### src/rtl/adsf_pkg.sv
// Package: register map, field layout, reset values and timing of the converter block
package adsf_pkg;

    // ****************************************
    // Register byte addresses
    // ****************************************
    localparam logic [7:0] ADDR_STATUS      = 8'h00;
    localparam logic [7:0] ADDR_TEST        = 8'h04;
    localparam logic [7:0] ADDR_PORT        = 8'h08;
    localparam logic [7:0] ADDR_POWER       = 8'h0c;
    localparam logic [7:0] ADDR_SEQ         = 8'h10;
    localparam logic [2:0] ADDR_RESULT_TAG  = 3'h1;

    // ****************************************
    // Field positions
    // ****************************************
    localparam int STAT_SEQ_DONE_BIT  = 15;
    localparam int TEST_SOFT_RST_BIT  = 10;
    localparam int TEST_MUX_BIT       = 11;
    localparam int TEST_SEL_LSB       = 12;
    localparam int PWR_UP_BIT         = 0;
    localparam int PWR_FAST_CLR_BIT   = 1;
    localparam int PWR_STOP_WAIT_BIT  = 2;
    localparam int SEQ_SCAN_BIT       = 0;
    localparam int SEQ_EIGHT_BIT      = 1;

    // ****************************************
    // Reset and conversion start values
    // ****************************************
    localparam logic [2:0] PWR_RESET      = 3'h0;
    localparam logic [1:0] SEQ_RESET      = 2'h0;
    localparam logic [3:0] TEST_SEL_RESET = 4'h0;
    localparam logic [9:0] SAR_START      = 10'h200;
    localparam logic [3:0] SAR_TOP_BIT    = 4'h9;

    // ****************************************
    // Timing
    // ****************************************
    localparam int CLK_PERIOD_NS       = 10;
    localparam int STOP_RECOVERY_NS    = 20000;
    localparam int STOP_RECOVERY_CYCLES =
        (STOP_RECOVERY_NS + CLK_PERIOD_NS - 1) / CLK_PERIOD_NS;
    localparam logic [11:0] RECOVERY_LOAD = 12'(STOP_RECOVERY_CYCLES);
    localparam logic [2:0]  STEP_LAST     = 3'h3;

    typedef enum logic [1:0] {
        SQ_IDLE,
        SQ_RECOVER,
        SQ_CONVERT
    } adsf_sq_state_t;

endpackage

### src/rtl/adsf_top.sv
// Converter status, flags, test, port input and result registers behind AHB-Lite
//
// The AHB-Lite register port and the register offsets are this design's own decisions.
`timescale 1ns/1ps
`default_nettype none

// Overview of operation
// - Sequence flag sets at first sequence end
// - Slow mode: flag cleared by sequence write
// - Fast mode: flag cleared reading result zero
// - Status shows three-bit conversion pointer
// - One channel flag per result register
// - Fast mode: result read clears its flag
// - Slow mode: status read then result read
// - Status flags writable in special mode only
// - Test register zero and locked when normal
// - Test field reads/loads ten-bit approximation
// - Soft reset clears all but power-up and results
// - Four-bit factory test select plus mux
// - Port register reads pins, ignores writes
// - Results left-justified, read-only, no reset
// - Stop aborts; recovery delay before restart
// - Wait halts only when stop-in-wait set
// - Power-up low halts, registers stay reachable
// - Sequence write restarts and clears flags
// - Eight-channel select picks four or eight
// - Scan bit picks single or repeated
module adsf_top (
    input  wire logic                  ref_clk,
    input  wire logic                  rst_b,
    input  wire logic                  hsel,
    input  wire logic [31:0]           haddr,
    input  wire logic [1:0]            htrans,
    input  wire logic                  hwrite,
    input  wire logic [2:0]            hsize,
    input  wire logic [31:0]           hwdata,
    input  wire logic                  hready,
    output logic                       hreadyout,
    output logic [31:0]                hrdata,
    output logic                       hresp,
    input  wire logic                  specialMode,
    input  wire logic                  stopReq,
    input  wire logic                  waitReq,
    input  wire logic [7:0]            portPins,
    input  wire logic                  compHigh,
    output logic [9:0]                 dacValue,
    output logic [2:0]                 channelSel,
    output logic                       converting,
    output logic [3:0]                 testSelect,
    output logic                       testOutMux
);
    import adsf_pkg::*;
    function automatic logic [9:0] bitMask(input logic [3:0] idx);
        bitMask = 10'h001 << idx;
    endfunction
    function automatic logic hitAddr(input logic [7:0] a, input logic [7:0] off);
        hitAddr = (a == off);
    endfunction
    // ****************************************
    // Pin synchronisers
    // ****************************************
    logic [7:0]     portMeta_reg;
    logic [7:0]     portSync_reg;
    logic           compMeta_reg;
    logic           compSync_reg;

    always_ff @(posedge ref_clk or negedge rst_b) begin
        if (!rst_b) begin
            portMeta_reg <= 8'h00;
            portSync_reg <= 8'h00;
            compMeta_reg <= 1'b0;
            compSync_reg <= 1'b0;
        end else begin
            portMeta_reg <= portPins;
            portSync_reg <= portMeta_reg;
            compMeta_reg <= compHigh;
            compSync_reg <= compMeta_reg;
        end
    end
    // ****************************************
    // AHB-Lite slave
    // ****************************************
    logic           dpValid_reg;
    logic           dpWrite_reg;
    logic [7:0]     dpAddr_reg;
    logic           hreadyout_reg;
    logic [31:0]    hrdata_reg;
    logic [31:0]    readMux;

    wire addrTake  = hsel & hready & htrans[1];
    wire wrStrobe  = dpValid_reg & dpWrite_reg;
    wire rdStrobe  = dpValid_reg & ~dpWrite_reg;
    wire [2:0] dpIdx = dpAddr_reg[4:2];
    wire isStatus  = hitAddr(dpAddr_reg, ADDR_STATUS);
    wire isTest    = hitAddr(dpAddr_reg, ADDR_TEST);
    wire isPort    = hitAddr(dpAddr_reg, ADDR_PORT);
    wire isPower   = hitAddr(dpAddr_reg, ADDR_POWER);
    wire isSeq     = hitAddr(dpAddr_reg, ADDR_SEQ);
    wire isResult  = (dpAddr_reg[7:5] == ADDR_RESULT_TAG);

    always_ff @(posedge ref_clk or negedge rst_b) begin
        if (!rst_b) begin
            dpValid_reg   <= 1'b0;
            dpWrite_reg   <= 1'b0;
            dpAddr_reg    <= 8'h00;
            hreadyout_reg <= 1'b1;
            hrdata_reg    <= 32'h0000_0000;
        end else begin
            dpValid_reg   <= addrTake;
            dpWrite_reg   <= hwrite;
            dpAddr_reg    <= addrTake ? haddr[7:0] : dpAddr_reg;
            // Reads take one wait state so a preceding write is visible
            hreadyout_reg <= ~(addrTake & ~hwrite);
            hrdata_reg    <= rdStrobe ? readMux : hrdata_reg;
        end
    end

    assign hreadyout = hreadyout_reg;
    assign hrdata    = hrdata_reg;
    assign hresp     = 1'b0;
    // ****************************************
    // Control registers
    // ****************************************
    logic [2:0]     pwr_reg;
    logic [1:0]     seqCtl_reg;
    logic [3:0]     tstSel_reg;
    logic           tstMux_reg;
    logic           softRst_reg;

    wire seqWrite  = wrStrobe & isSeq;
    wire testWrite = wrStrobe & isTest & specialMode;
    wire statWrite = wrStrobe & isStatus & specialMode;
    wire clrAll    = softRst_reg;
    wire powerUp   = pwr_reg[PWR_UP_BIT];
    wire fastClr   = pwr_reg[PWR_FAST_CLR_BIT];
    wire scanOn    = seqCtl_reg[SEQ_SCAN_BIT];
    wire eightOn   = seqCtl_reg[SEQ_EIGHT_BIT];

    always_ff @(posedge ref_clk or negedge rst_b) begin
        if (!rst_b) begin
            pwr_reg     <= PWR_RESET;
            seqCtl_reg  <= SEQ_RESET;
            tstSel_reg  <= TEST_SEL_RESET;
            tstMux_reg  <= 1'b0;
            softRst_reg <= 1'b0;
        end else if (clrAll) begin
            pwr_reg     <= {2'b00, powerUp};
            seqCtl_reg  <= SEQ_RESET;
            tstSel_reg  <= TEST_SEL_RESET;
            tstMux_reg  <= 1'b0;
            softRst_reg <= 1'b0;
        end else begin
            pwr_reg     <= (wrStrobe & isPower) ? hwdata[2:0] : pwr_reg;
            seqCtl_reg  <= seqWrite ? hwdata[1:0] : seqCtl_reg;
            tstSel_reg  <= testWrite ? hwdata[TEST_SEL_LSB +: 4] : tstSel_reg;
            tstMux_reg  <= testWrite ? hwdata[TEST_MUX_BIT] : tstMux_reg;
            softRst_reg <= testWrite & hwdata[TEST_SOFT_RST_BIT];
        end
    end

    assign testSelect = tstSel_reg;
    assign testOutMux = tstMux_reg;
    // ****************************************
    // Sequencer
    // ****************************************
    adsf_sq_state_t sqState;
    adsf_sq_state_t sqNext;
    logic [11:0]    recCnt_reg;
    logic [2:0]     stepCnt_reg;
    logic [3:0]     bitIdx_reg;
    logic [9:0]     sar_reg;
    logic [2:0]     ptr_reg;
    logic           firstSeq_reg;
    logic           busy_reg;

    wire halted    = ~powerUp | (waitReq & pwr_reg[PWR_STOP_WAIT_BIT]);
    wire abortNow  = seqWrite | stopReq | clrAll;
    wire stepEnd   = (sqState == SQ_CONVERT) & ~halted & ~abortNow &
                     (stepCnt_reg == STEP_LAST);
    wire convDone  = stepEnd & (bitIdx_reg == 4'h0);
    wire lastConv  = (ptr_reg == (eightOn ? 3'h7 : 3'h3));
    wire seqEnd    = convDone & lastConv;
    wire setSeq    = seqEnd & firstSeq_reg;
    wire [9:0] trialVal = compSync_reg ? sar_reg : (sar_reg & ~bitMask(bitIdx_reg));
    wire enterConv = (sqState == SQ_RECOVER) & (sqNext == SQ_CONVERT);

    always_comb begin
        sqNext = sqState;
        unique case (sqState)
            SQ_IDLE: sqNext = sqState;
            SQ_RECOVER: begin
                if (recCnt_reg == 12'h000 && !halted) begin
                    sqNext = SQ_CONVERT;
                end
            end
            SQ_CONVERT: begin
                if (seqEnd && !scanOn) begin
                    sqNext = SQ_IDLE;
                end
            end
        endcase
        if (seqWrite) begin
            sqNext = SQ_RECOVER;
        end
        if (stopReq || clrAll) begin
            sqNext = SQ_IDLE;
        end
    end

    always_ff @(posedge ref_clk or negedge rst_b) begin
        if (!rst_b) begin
            sqState  <= SQ_IDLE;
            busy_reg <= 1'b0;
        end else begin
            sqState  <= sqNext;
            busy_reg <= (sqNext != SQ_IDLE);
        end
    end

    always_ff @(posedge ref_clk or negedge rst_b) begin
        if (!rst_b) begin
            recCnt_reg <= 12'h000;
        end else if (clrAll) begin
            recCnt_reg <= 12'h000;
        end else if (stopReq) begin
            recCnt_reg <= RECOVERY_LOAD;
        end else if (recCnt_reg != 12'h000) begin
            recCnt_reg <= recCnt_reg - 12'h001;
        end
    end

    always_ff @(posedge ref_clk or negedge rst_b) begin
        if (!rst_b) begin
            stepCnt_reg <= 3'h0;
            bitIdx_reg  <= SAR_TOP_BIT;
            sar_reg     <= 10'h000;
        end else if (clrAll) begin
            stepCnt_reg <= 3'h0;
            bitIdx_reg  <= SAR_TOP_BIT;
            sar_reg     <= 10'h000;
        end else if (testWrite) begin
            sar_reg     <= hwdata[9:0];
        end else if (enterConv || convDone) begin
            stepCnt_reg <= 3'h0;
            bitIdx_reg  <= SAR_TOP_BIT;
            sar_reg     <= SAR_START;
        end else if (stepEnd) begin
            stepCnt_reg <= 3'h0;
            bitIdx_reg  <= bitIdx_reg - 4'h1;
            sar_reg     <= trialVal | bitMask(bitIdx_reg - 4'h1);
        end else if (sqState == SQ_CONVERT && !halted) begin
            stepCnt_reg <= stepCnt_reg + 3'h1;
        end
    end

    always_ff @(posedge ref_clk or negedge rst_b) begin
        if (!rst_b) begin
            ptr_reg      <= 3'h0;
            firstSeq_reg <= 1'b0;
        end else if (clrAll) begin
            ptr_reg      <= 3'h0;
            firstSeq_reg <= 1'b0;
        end else if (seqWrite) begin
            ptr_reg      <= 3'h0;
            firstSeq_reg <= 1'b1;
        end else if (convDone) begin
            ptr_reg      <= lastConv ? 3'h0 : ptr_reg + 3'h1;
            firstSeq_reg <= firstSeq_reg & ~lastConv;
        end else if (stopReq) begin
            ptr_reg      <= 3'h0;
        end
    end

    assign dacValue   = sar_reg;
    assign channelSel = ptr_reg;
    assign converting = busy_reg;
    // ****************************************
    // Result registers, no reset
    // ****************************************
    logic [9:0]     resultMem [8];

    always_ff @(posedge ref_clk) begin
        if (convDone) begin
            resultMem[ptr_reg] <= trialVal;
        end
    end
    // ****************************************
    // Status flags
    // ****************************************
    logic           seqDone_reg;
    logic [7:0]     ccf_reg;
    logic [7:0]     armed_reg;

    wire rdResult  = rdStrobe & isResult;
    wire rdStatus  = rdStrobe & isStatus;
    wire [7:0] rdOneHot = rdResult ? (8'h01 << dpIdx) : 8'h00;
    wire [7:0] setVec   = convDone ? (8'h01 << ptr_reg) : 8'h00;
    wire [7:0] rdClr    = rdOneHot & (fastClr ? 8'hff : armed_reg);
    wire clrSeqFast     = fastClr & rdResult & (dpIdx == 3'h0);

    always_ff @(posedge ref_clk or negedge rst_b) begin
        if (!rst_b) begin
            seqDone_reg <= 1'b0;
            ccf_reg     <= 8'h00;
            armed_reg   <= 8'h00;
        end else if (clrAll || seqWrite) begin
            seqDone_reg <= 1'b0;
            ccf_reg     <= 8'h00;
            armed_reg   <= 8'h00;
        end else begin
            if (setSeq) begin
                seqDone_reg <= 1'b1;
            end else if (statWrite) begin
                seqDone_reg <= hwdata[STAT_SEQ_DONE_BIT];
            end else if (clrSeqFast) begin
                seqDone_reg <= 1'b0;
            end
            // Set wins over any clear in the same cycle
            ccf_reg   <= setVec | (statWrite ? hwdata[7:0] : (ccf_reg & ~rdClr));
            armed_reg <= rdStatus ? ccf_reg : (armed_reg & ~rdOneHot);
        end
    end
    // ****************************************
    // Read data selection
    // ****************************************
    wire [9:0] resSel = resultMem[dpIdx];
    wire [31:0] statusWord = {16'h0000, seqDone_reg, 4'h0, ptr_reg, ccf_reg};
    wire [31:0] testWord   = specialMode ?
                             {16'h0000, tstSel_reg, tstMux_reg, 1'b0, sar_reg} :
                             32'h0000_0000;
    wire [31:0] resultWord = {16'h0000, resSel, 6'h00};

    assign readMux = isStatus ? statusWord :
                     isTest   ? testWord :
                     isPort   ? {24'h000000, portSync_reg} :
                     isPower  ? {29'h0, pwr_reg} :
                     isSeq    ? {30'h0, seqCtl_reg} :
                     isResult ? resultWord : 32'h0000_0000;
endmodule
`default_nettype wire

### config.mk
export PLATFORM = sky130hd
export DESIGN_NAME = adsf_top
export DESIGN_NICKNAME = d
export VERILOG_FILES = /design/src/rtl/adsf_pkg.sv /design/src/rtl/adsf_top.sv
export SDC_FILE = /design/constraint.sdc
export NUM_CORES = 1
export LEC_CHECK = 0
export ABC_AREA = 1
export BUFFER_PORTS_ARGS = -buffer_cell sky130_fd_sc_hd__buf_4
export CORE_UTILIZATION = 57
export DETAILED_ROUTE_END_ITERATION = 8
export PLACE_DENSITY_LB_ADDON = 0.12
export SKIP_CTS_REPAIR_TIMING = 1
export SLEW_MARGIN = 40
export SYNTH_ARGS = -nofsm -noshare
export SYNTH_HDL_FRONTEND = slang
export SYNTH_SLANG_ARGS = --single-unit
### constraint.sdc
create_clock -name ref_clk -period 3.3 [get_ports ref_clk]
set_input_delay 0.33 -clock ref_clk [delete_from_list [all_inputs] [get_ports ref_clk]]
set_output_delay 0.33 -clock ref_clk [all_outputs]
set_load 0.05 [all_outputs]
==> impl_metrics.toml <==
[critical_path]
rr_startpoint = "bitIdx_reg[1]"
critPathSlowestCell = "dfrtp_1"
end_kind = "register"
crit_path_max_fanout = 15
worstSetupStartpoint = "bitIdx_reg[1]"
path_class = "reg -> reg"
slowest_delay_ps = 410
path_delay_family = "simple AND/OR/NAND/NOR gates"
path_buf_inv = 3
start_kind = "register"
crit_arrival_ps = 3370
cp.required_ps = 3630
crit_top_cell = "nand2_1"
crit_chain = "inv_1, ha_1, inv_1, nor2_1, nand2_1, nor2_4, nand3_2, nand3_1, a21oi_2, nand2_2, nand3_2, nand2_1, clkinv_1, nand2_1, nand2_1"

[hold_path]
hp-start = "hwdata[12]"
min_path_type = "in -> reg"

[power]
power.density_nw_per_um2 = 541.2
p_total_uw = 5467
p_leak_uw = 0.004296
irDropWorstVdd_uv = 370.7

[sta]
hold_slack_ps = 101.2
setup_viol = 0
rsz0062_at_grt = "false"
period_share = 0.9189
setup_tns_ps = 0
hold_violations = 0
slew_headroom = 0.3844
max_freq_mhz = 329.8
tightestPinTransition_ps = 919.1
maxSlewViolCount = 0
fin_ws_ps = 267.7
finalClockSkew_ps = 6.571
fin_crit_ps = 3032

[synthesis]
synth_area_per_cell_sq_um = 9.852
synth_edf_count = 80
ys_ff_latch = 189
synth_warnings = 0
yosysSeqAreaShare = 0.5983
synth.cell_area_sq_um = 8581
syn_inst = 871
async_flop_share = 0.5767
yosysUniqueCellTypes = 50
ys.flop_type = "dfrtp_1"

[global_routing]
grt_max_degree = 110
grt_usage = 0.3005
grt_pass1_vias = 6871
grt.overflow.total = 0
grt_pass1_wl_mm = 35.69
antenna_found_initial = 0

[clocking]
root_buffer = "clkbuf_16"
cts.sinks = 189
clock_path_buffers = 2
clkTransAtPathRegs_ps = 70
clock_tree.htree_level_count = 4
cts-buffers-inserted = 17
cts_tree = "built"
clock_latency_ps = 440

[detailed_routing]
drt-pass1-iter-count = 8
route.detailed.drc = 0
ant_nets = 0
route.vias.total = 7023
routed_wl_mm = 22.60
drt-vias-per-instance = 6.013
drt_iter0_markers = 848
post_drt_wl_per_cell_microns = 19.35

[place]
post-dp-hpwl_mm = 15.42
dp_cells = 1125
dpl_worst_slack_ps = 411.9
place.gp.congestion = 0.9446
port_buffers = 77

[die]
core.rowCount = 44
num_io_pins = 139
die_w_microns = 124.7
core-area_sq_um = 14590
fp.dieArea_sq_um = 15550
initial_utilization = 0.5882
fp.dieH_microns = 124.7

[finish]
area_growth_pct = 17.73
nNetsFinal = 1072
antennaDiodeCount = 0
largest_reg_flops = 80
final_cells = 1168
drive_gt1_frac = 0.1758

[run_status]
status = "finished clean"

[job]
maxCapViolCount = 0
cell usage in the layout, fill, tap and decap left out, types with 4 or more instances in the layout:
cell type	count
nand3_1	78
a221oi_1	8
ha_1	15
a22oi_1	6
a21oi_1	38
nand2_2	4
dfrtp_1	106
conb_1	17
o21ai_1	12
nand3b_1	6
buf_4	95
nor2_1	48
nand2_1	196
clkinv_1	7
inv_2	12
o21ai_0	38
dlygate4sd3_1	11
edfxtp_1	80
inv_1	67
nand3_2	7
nor3_1	13
nor2_2	5
nand4_1	10
a31oi_1	24
clkbuf_16	18
cell type report:
| type | count | area, sq um |
|---|---|---|
| tap | 184 | 230.2 |
| clock buffer | 21 | 491.7 |
| timing repair buffer | 107 | 843.3 |
| sequential | 189 | 5134 |
| clock inverter | 11 | 127.6 |
| multi-input combinational | 570 | 2953 |
| fill | 1114 | 4487 |
| inverter | 86 | 322.8 |
logic make-up after synthesis:
group           after synthesis  synth area share
simple gates                381            0.2006
buf+inv                     128           0.06605
compound gates              151            0.1063
fa+ha+maj                    15           0.02187
xor+xnor                      5          0.005104
other cells                   1         0.0004370
mux                           1          0.001312
flops                       189            0.5983
metrics by stage:
step	utilization	instance area [sq um]
6_report	0.6925	10100
5_1_grt	0.6925	10100
4_1_cts	0.6840	9980
3_5_place_dp	0.6416	9360
3_3_place_gp	0.6416	9360
2_1_floorplan	-	8641
routing by layer:
metal / wire length [microns] / part of all wire / up-vias / global-route usage
li1: - / - / 3160 / -
met1: 9249 / 0.41 / 3435 / 0.4053
met2: 10720 / 0.47 / 381 / 0.4683
met3: 2077 / 0.092 / 47 / 0.07689
met4: 547 / 0.024 / 0 / 0.1155
met5: 0 / 0 / - / 0
tightest hold or removal path, delay by kind of cell:
family,cells,cell delay [ps]
AO/OA/AOI/OAI,1,60
buffers and inverters,1,80
AND/OR/NAND/NOR,1,40
synth_stat cells, types with 7 or more instances:
cell / number / share of area
nand2_1: 196 / 0.086
dfrtp_1: 106 / 0.31
edfxtp_1: 80 / 0.28
nand3_1: 78 / 0.045
inv_1: 67 / 0.029
nor2_1: 48 / 0.021
a21oi_1: 38 / 0.022
o21ai_0: 38 / 0.022
a31oi_1: 26 / 0.019
buf_4: 17 / 0.015
clkbuf_1: 16 / 0.0070
ha_1: 15 / 0.022
nor3_1: 13 / 0.0076
inv_2: 12 / 0.0052
o21ai_1: 12 / 0.0070
nand4_1: 10 / 0.0073
a221oi_1: 8 / 0.0082
clkinv_1: 7 / 0.0031
nand3_2: 7 / 0.0082
path summary, 6_finish.rpt:
check | end | slack (ps) | cells after the start
hold reg to reg | compSync_reg | 350 | 0
min in group asynchronous | hrdata[13] | 490 | 3
hold / removal | testSelect[0] | 100 | 3
setup reg to reg | dacValue[1] | 270 | 15
max in group asynchronous | dpWrite_reg | 2340 | 3
setup / recovery | dacValue[1] | 270 | 15
power breakdown:
part | internal [uW] | switching [uW]
sequential | 2530 | 60.4
clock | 1230 | 901
combinational | 232 | 518
total | 3990 | 1480
Power figures use the tool's default switching activity.
